### src/pkg/bod_pkg.sv
// Purpose: Shared constants for the byte-op and branch decoder
// Assumes: 12-bit instruction words, 8-bit data, 11-bit program counter
// Notes:   Opcode patterns compare against the masked upper bits of the word
package bod_pkg;
  localparam int          INSTR_W       = 12;
  localparam int          DATA_W        = 8;
  localparam int          PC_W          = 11;
  localparam int          ADDR_W        = 5;
  localparam int          DEST_BIT      = 5;
  localparam int          PAGE_HI       = 6;
  localparam int          PAGE_LO       = 5;
  localparam logic [5:0]  OPC_INVERT    = 6'h09;
  localparam logic [5:0]  OPC_SUB_ONE   = 6'h03;
  localparam logic [5:0]  OPC_SUB_SKIP  = 6'h0B;
  localparam logic [2:0]  OPC_JUMP      = 3'h5;
  localparam logic [11:0] NOP_WORD      = 12'h000;
  localparam logic [7:0]  W_RESET       = 8'h00;
  localparam logic [10:0] PC_RESET      = 11'h000;
  localparam logic [7:0]  FLAGS_RESET   = 8'h00;
  localparam int          ZERO_BIT      = 2;

  typedef enum logic [2:0] {
    BOD_NONE, BOD_INVERT, BOD_SUB_ONE, BOD_SUB_SKIP, BOD_JUMP
  } bod_op_type;
endpackage

### src/pkg/bod_dec_if.sv
// Purpose: Decoded-instruction bundle between the decoder and the top
// Assumes: Single clock domain
// Notes:   Purely combinational fields
`timescale 1ns/1ps
interface bod_dec_if;
  import bod_pkg::*;
  bod_op_type        op;
  logic              dest_reg;
  logic [ADDR_W-1:0] addr;
  logic [8:0]        target;
  modport dec (output op, output dest_reg, output addr, output target);
  modport use_side (input op, input dest_reg, input addr, input target);
endinterface

### src/hdl/bod_core.sv
// Purpose: Execute stage for invert, subtract-one, subtract-skip and jump
// Assumes: Register file outside; its read data for REG_ADDR is valid same cycle
// Notes:   A flushed slot executes as NOP; PC advances by one unless a jump executes
// Function
// - Decode invert_register_op, update zero flag
// - Destination bit picks accumulator or register
// - Decode subtract_one_op, update zero flag
// - subtract_one_skip_zero_op leaves flags untouched
// - Zero subtract-skip result flushes next instruction as NOP
// - jump_op loads 9-bit target into PC
// - Page bits fill PC high bits
// - jump_op takes two cycles via flush
`timescale 1ns/1ps
module bod_core
  import bod_pkg::*;
(
  input  wire logic               CLOCK,
  input  wire logic               RST,
  input  wire logic [INSTR_W-1:0] INSTR,
  input  wire logic [DATA_W-1:0]  REG_RDATA,
  input  wire logic               FLAGS_WE,
  input  wire logic [DATA_W-1:0]  FLAGS_WDATA,
  output logic      [ADDR_W-1:0]  REG_ADDR,
  output logic                    REG_WE,
  output logic      [DATA_W-1:0]  REG_WDATA,
  output logic      [DATA_W-1:0]  W_OUT,
  output logic      [DATA_W-1:0]  FLAGS_OUT,
  output logic      [PC_W-1:0]    PC_OUT,
  output logic                    FLUSH_OUT
);
  ////////////////////////////////////////////////////////////////////////
  // Decoded bundle and execute-stage state
  bod_dec_if dec_bus ();

  logic [INSTR_W-1:0] exec_word;
  logic               byte_op;
  logic               zero_op;
  logic               skip_op;
  logic               jump_op;
  logic               dest_reg;
  logic [ADDR_W-1:0]  reg_addr;

  logic [DATA_W-1:0]  result;
  logic               result_zero;
  logic               reg_we;
  logic               w_we;

  logic               flush_q;
  logic               flush_d;
  logic [DATA_W-1:0]  w_q;
  logic [DATA_W-1:0]  w_d;
  logic [DATA_W-1:0]  flags_q;
  logic [DATA_W-1:0]  flags_d;
  logic [PC_W-1:0]    pc_q;
  logic [PC_W-1:0]    pc_d;
  logic [PC_W-1:0]    seq_pc;
  logic [PC_W-1:0]    jump_pc;

  ////////////////////////////////////////////////////////////////////////
  // Helpers

  // Byte operations route their result by the destination bit
  function automatic logic is_byte_op(
    input bod_op_type op
  );
    logic hit;
    case (op)
      BOD_INVERT:   hit = 1'b1;
      BOD_SUB_ONE:  hit = 1'b1;
      BOD_SUB_SKIP: hit = 1'b1;
      default:      hit = 1'b0;
    endcase
    return hit;
  endfunction

  // Skip form excluded: it must leave every flag alone
  function automatic logic is_zero_op(
    input bod_op_type op
  );
    logic hit;
    case (op)
      BOD_INVERT:  hit = 1'b1;
      BOD_SUB_ONE: hit = 1'b1;
      default:     hit = 1'b0;
    endcase
    return hit;
  endfunction

  function automatic logic [DATA_W-1:0] byte_result(
    input bod_op_type        op,
    input logic [DATA_W-1:0] data
  );
    logic [DATA_W-1:0] value;
    case (op)
      BOD_INVERT:   value = ~data;
      BOD_SUB_ONE:  value = data - 8'h01;
      BOD_SUB_SKIP: value = data - 8'h01;
      default:      value = data;
    endcase
    return value;
  endfunction

  function automatic logic is_zero(
    input logic [DATA_W-1:0] data
  );
    return (data == 8'h00);
  endfunction

  ////////////////////////////////////////////////////////////////////////
  // Decode

  // Flushed slot replaced by NOP so a discarded word has no effect
  assign exec_word = flush_q ? NOP_WORD : INSTR;

  bod_decode u_dec (
    .word (exec_word),
    .dec  (dec_bus)
  );

  assign byte_op  = is_byte_op(dec_bus.op);
  assign zero_op  = is_zero_op(dec_bus.op);
  assign skip_op  = (dec_bus.op == BOD_SUB_SKIP);
  assign jump_op  = (dec_bus.op == BOD_JUMP);
  assign dest_reg = dec_bus.dest_reg;
  assign reg_addr = dec_bus.addr;

  ////////////////////////////////////////////////////////////////////////
  // Arithmetic

  assign result      = byte_result(dec_bus.op, REG_RDATA);
  assign result_zero = is_zero(result);

  ////////////////////////////////////////////////////////////////////////
  // Flush of the prefetched slot

  always_comb begin
    flush_d = 1'b0;
    if (skip_op) begin
      flush_d = result_zero;
    end else if (jump_op) begin
      flush_d = 1'b1;
    end
  end

  ////////////////////////////////////////////////////////////////////////
  // Result routing

  // Destination bit picks register write-back or accumulator
  assign reg_we = byte_op && dest_reg;
  assign w_we   = byte_op && !dest_reg;

  always_comb begin
    w_d = w_q;
    if (w_we) begin
      w_d = result;
    end
  end

  ////////////////////////////////////////////////////////////////////////
  // Flags

  // Zero update beats a software flag load in the same cycle
  always_comb begin
    flags_d = flags_q;
    if (zero_op) begin
      flags_d[ZERO_BIT] = result_zero;
    end else if (FLAGS_WE) begin
      flags_d = FLAGS_WDATA;
    end
  end

  ////////////////////////////////////////////////////////////////////////
  // Program counter

  // Page bits come from the flags as they stand before this edge
  assign seq_pc  = pc_q + 11'h001;
  assign jump_pc = {flags_q[PAGE_HI:PAGE_LO], dec_bus.target};

  always_comb begin
    pc_d = seq_pc;
    if (jump_op) begin
      pc_d = jump_pc;
    end
  end

  ////////////////////////////////////////////////////////////////////////
  // Outputs

  assign REG_ADDR  = reg_addr;
  assign REG_WE    = reg_we;
  assign REG_WDATA = result;
  assign W_OUT     = w_q;
  assign FLAGS_OUT = flags_q;
  assign PC_OUT    = pc_q;
  assign FLUSH_OUT = flush_q;

  ////////////////////////////////////////////////////////////////////////
  // State

  always_ff @(posedge CLOCK or posedge RST) begin
    if (RST) begin
      flush_q <= 1'b0;
    end else begin
      flush_q <= flush_d;
    end
  end

  always_ff @(posedge CLOCK or posedge RST) begin
    if (RST) begin
      w_q <= W_RESET;
    end else begin
      w_q <= w_d;
    end
  end

  always_ff @(posedge CLOCK or posedge RST) begin
    if (RST) begin
      flags_q <= FLAGS_RESET;
    end else begin
      flags_q <= flags_d;
    end
  end

  always_ff @(posedge CLOCK or posedge RST) begin
    if (RST) begin
      pc_q <= PC_RESET;
    end else begin
      pc_q <= pc_d;
    end
  end
endmodule

### src/hdl/bod_decode.sv
// Purpose: Opcode matcher for the four supported instructions
// Assumes: Word is stable during the cycle it is executed
// Notes:   Unknown words decode as none and change nothing but the PC
`timescale 1ns/1ps
module bod_decode
  import bod_pkg::*;
(
  input  wire logic [INSTR_W-1:0] word,
  bod_dec_if.dec                  dec
);
  always_comb begin
    dec.dest_reg = word[DEST_BIT];
    dec.addr     = word[ADDR_W-1:0];
    dec.target   = word[8:0];
    if (word[11:9] == OPC_JUMP) begin
      dec.op = BOD_JUMP;
    end else if (word[11:6] == OPC_INVERT) begin
      dec.op = BOD_INVERT;
    end else if (word[11:6] == OPC_SUB_ONE) begin
      dec.op = BOD_SUB_ONE;
    end else if (word[11:6] == OPC_SUB_SKIP) begin
      dec.op = BOD_SUB_SKIP;
    end else begin
      dec.op = BOD_NONE;
    end
  end
endmodule

### config.mk
export PLATFORM = sky130hd
export DESIGN_NAME = bod_core
export DESIGN_NICKNAME = d
export VERILOG_FILES = /design/src/pkg/bod_pkg.sv /design/src/pkg/bod_dec_if.sv /design/src/hdl/bod_core.sv /design/src/hdl/bod_decode.sv
export SDC_FILE = /design/constraint.sdc
export NUM_CORES = 1
export LEC_CHECK = 0
export BUFFER_PORTS_ARGS = -buffer_cell sky130_fd_sc_hd__buf_2
export CAP_MARGIN = 5
export CORE_ASPECT_RATIO = 0.6
export CORE_UTILIZATION = 45
export CTS_CLUSTER_DIAMETER = 60
export CTS_CLUSTER_SIZE = 40
export DETAILED_ROUTE_END_ITERATION = 7
export PLACE_DENSITY_LB_ADDON = 0.15
export SKIP_LAST_GASP = 1
export SLEW_MARGIN = 20
export SYNTH_ARGS = -nofsm -noshare
export SYNTH_HDL_FRONTEND = slang
export SYNTH_SLANG_ARGS = --single-unit
### constraint.sdc
create_clock -name CLOCK -period 6 [get_ports CLOCK]
set_clock_uncertainty 0.1 [all_clocks]
set_input_delay 0.6 -clock CLOCK [delete_from_list [all_inputs] [get_ports CLOCK]]
set_output_delay 0.6 -clock CLOCK [all_outputs]
set_load 0.005 [all_outputs]
==> metrics.md <==
| Metric | Value |
|---|---|
| Ys Warns | 0 |
| Post-synthesis mux area share | 0.1148 |
| Number of enable flip-flop cells after synthesis | 0 |
| Async set or reset register ratio after synthesis | 1.000 |
| Static leakage | 1.015 nW |
| DP HPWL | 3220 um |
| Slew HR | 0.5214 |
| Longest Clk Path Bufs | 2 |
| Post-CTS Resized | 0 |
| WL final | 4273 um |
| Post-synthesis xor/xnor area fraction | 0.07838 |
| R2R depth | 4 |
| Total number of vias | 1587 |
| Worst hold path class | in2async |
| Slowest CP cell | o311a_1 |
| Post-synthesis adder-cell area fraction | 0.01400 |
| Synth Flop Type | dfrtp_1 |
| ANT cells | 0 |
| Final net count | 283 |
| Number of global-route vias before repair | 1423 |
| Crit path max-delay family | simple AND/OR/NAND/NOR gates |
| Yosys top cell by area | dfrtp_1 |
| H-tree Lvls | 1 |
| CP Cell Sequence | buf_2, inv_1, ha_1, nand4b_1, o311a_1, nor4_4, inv_1, buf_2 |
| I/O Pins | 73 |
| Post-Synthesis Cells | 179 |
| CP Depth | 8 |
| Slew Viols, Final | 0 |
| Final Setup Violations | 0 |
| Crit Path Category | in2out |
| Crit Path Max Fanout | 6 |
| Initial antenna violation count | 0 |
| CP Capture Type | primary output |
| Max incr delay on CP | 0.36 ns |
| DIE HEIGHT | 50.83 um |
| Final worst path period need | 2.889 ns |
| Synthesized Nets | 212 |
| Crit path required time | 5.30 ns |
| Synth area leaders | dfrtp_1, mux2_2, nand2_1 |
| Synth Cell Area | 1788 um2 |
| First DRT Iteration DRCs | 101 |
| CP Launch Type | input pin |
| Post-route DRC | 0 |
| GRT Total Usage | 0.2146 |
| Setup TNS | 0 ns |
| CTS tree | done |
| Post-synth top area share | 0.3919 |
| Status | finished clean |
| Commonest non-fill, non-tap cell in the layout | buf_2 |
| Worst slew pin tran | 0.6998 ns |
| Commonest non-fill, non-tap cells in the layout | buf_2, dfrtp_1, nand2_1 |
| Worst Path Buf+Inv | 4 |
| Synth Area in Compound Gates | 0.1246 |
| Placer Congestion | 0.8516 |
| Largest net degree at the start of global routing | 29 |
| Routed length per instance | 14.44 um |
| Avg Cell Area, Syn | 9.989 um2 |
| Hold Vio Cnt, Final | 0 |
| Share of cells above drive strength 1 | 0.4297 |
| Via/cell ratio | 5.361 |
| Post-synthesis sequential area ratio | 0.3919 |
| First-pass GRT wire length | 7072 um |
| Die Area | 4238 um2 |
| Die width | 83.38 um |
| Post-layout util | 0.6009 |
| DR pass1 iterations | 4 |
| Yosys cell types | 48 |
| Initial core utilization | 0.4776 |
| Post-CTS Setup Inserts | 0 |
| CTS root buffer | clkbuf_8 |
| Floorplan row count | 17 |
| Largest family of logic cells by synthesized area | simple AND/OR/NAND/NOR gates |
| VDD IR max | 0.2052 mV |
| CP arrival | 2.19 ns |
| ANT nets after route | 0 |
| Clk sinks | 28 |
| GR Overflow Total | 0 |
| Pwr Density | 272.5 nW/um2 |
| Number of synthesized register bits | 28 |
| Final critical-path share of the clock period | 0.4815 |
| Num CTS Buffers | 3 |
| Skew-Pair Late Insertion Delay | 0.27 ns |
| Port Buf Inserts | 72 |
| Clock slew at reported path FFs | 0.09 ns |
| Layout area overhead | 25.82% |
| Hold Buf Count CTS | 0 |
| Max-cap violations | 0 |
| Max Fclk | 346.1 MHz |
| Simple-gate share of the synthesized area | 0.2386 |
| Core area | 3744 um2 |
| RSZ-0062 raised after global routing | false |
==> power by group <==
group	internal [mW]	switching (mW)
Combinational	0.102	0.0836
Sequential	0.238	0.0429
Clock	0.0893	0.0579
==> cell usage after synthesis (all sizes together) (4+ instances only) <==
cell type	number
nor2b	5
mux2	17
xnor2	8
xor2	8
nor2	8
nand2	22
a21oi	5
nor3	6
buf	4
and3	5
nand3	7
nor4	4
o21ai	13
dfrtp	28
clkbuf	4
inv	5
==> flip-flops by register name (all words and copies together) (netlist names) <==
| signal | flops |
|---|---|
| PC_OUT | 11 |
| FLAGS_OUT | 8 |
| W_OUT | 8 |
| FLUSH_OUT | 1 |
==> per-stage QoR <==
stage	hold WS (ns)	total power, mW	instances	setup WS (ns)	area [um2]
global placement	0.3861	0.4672	292	3.137	2178
detailed placement	0.3893	0.4700	292	3.126	2178
floorplan	0.3893	0.3818	179	3.460	1788
global route	0.3242	0.6567	296	2.983	2250
CTS	0.4160	0.6196	296	3.116	2250
finish	0.2794	0.6131	296	3.111	2250
==> cell families after synthesis <==
kind of cell,after synthesis
mux,18
fa+ha+maj,2
flops,28
xor+xnor,16
simple gates,70
buf+inv,13
compound gates,32
==> area by class of cell <==
class	count	area, um2
fill	355	1494
multi-input combinational	138	1025
sequential	28	700.7
timing repair buffer	74	375.4
tap	47	58.81
clock buffer	3	41.29
clock inverter	1	30.03
inverter	5	18.77
==> path summary, 6_finish.rpt <==
| kind | startpoint | end | slack [ns] |
|---|---|---|---|
| setup / recovery | REG_RDATA[0] | REG_WDATA[4] | 3.11 |
| hold / removal | RST | FLAGS_OUT[3] | 0.28 |
| setup reg to reg | FLUSH_OUT | W_OUT[6] | 3.75 |
| hold reg to reg | FLAGS_OUT[1] | FLAGS_OUT[1] | 0.41 |
| max in group asynchronous | RST | PC_OUT[5] | 5.13 |
| min in group CLOCK | FLAGS_OUT[1] | FLAGS_OUT[1] | 0.41 |
==> layer usage <==
layer	GRT usage	share of wire	vias to the layer above
li1	-	-	781
met1	0.3475	0.55	746
met2	0.2923	0.39	58
met3	0.05331	0.056	2
met4	0.01724	0.0016	0
met5	0	0	-
Power figures use the tool's default switching activity.
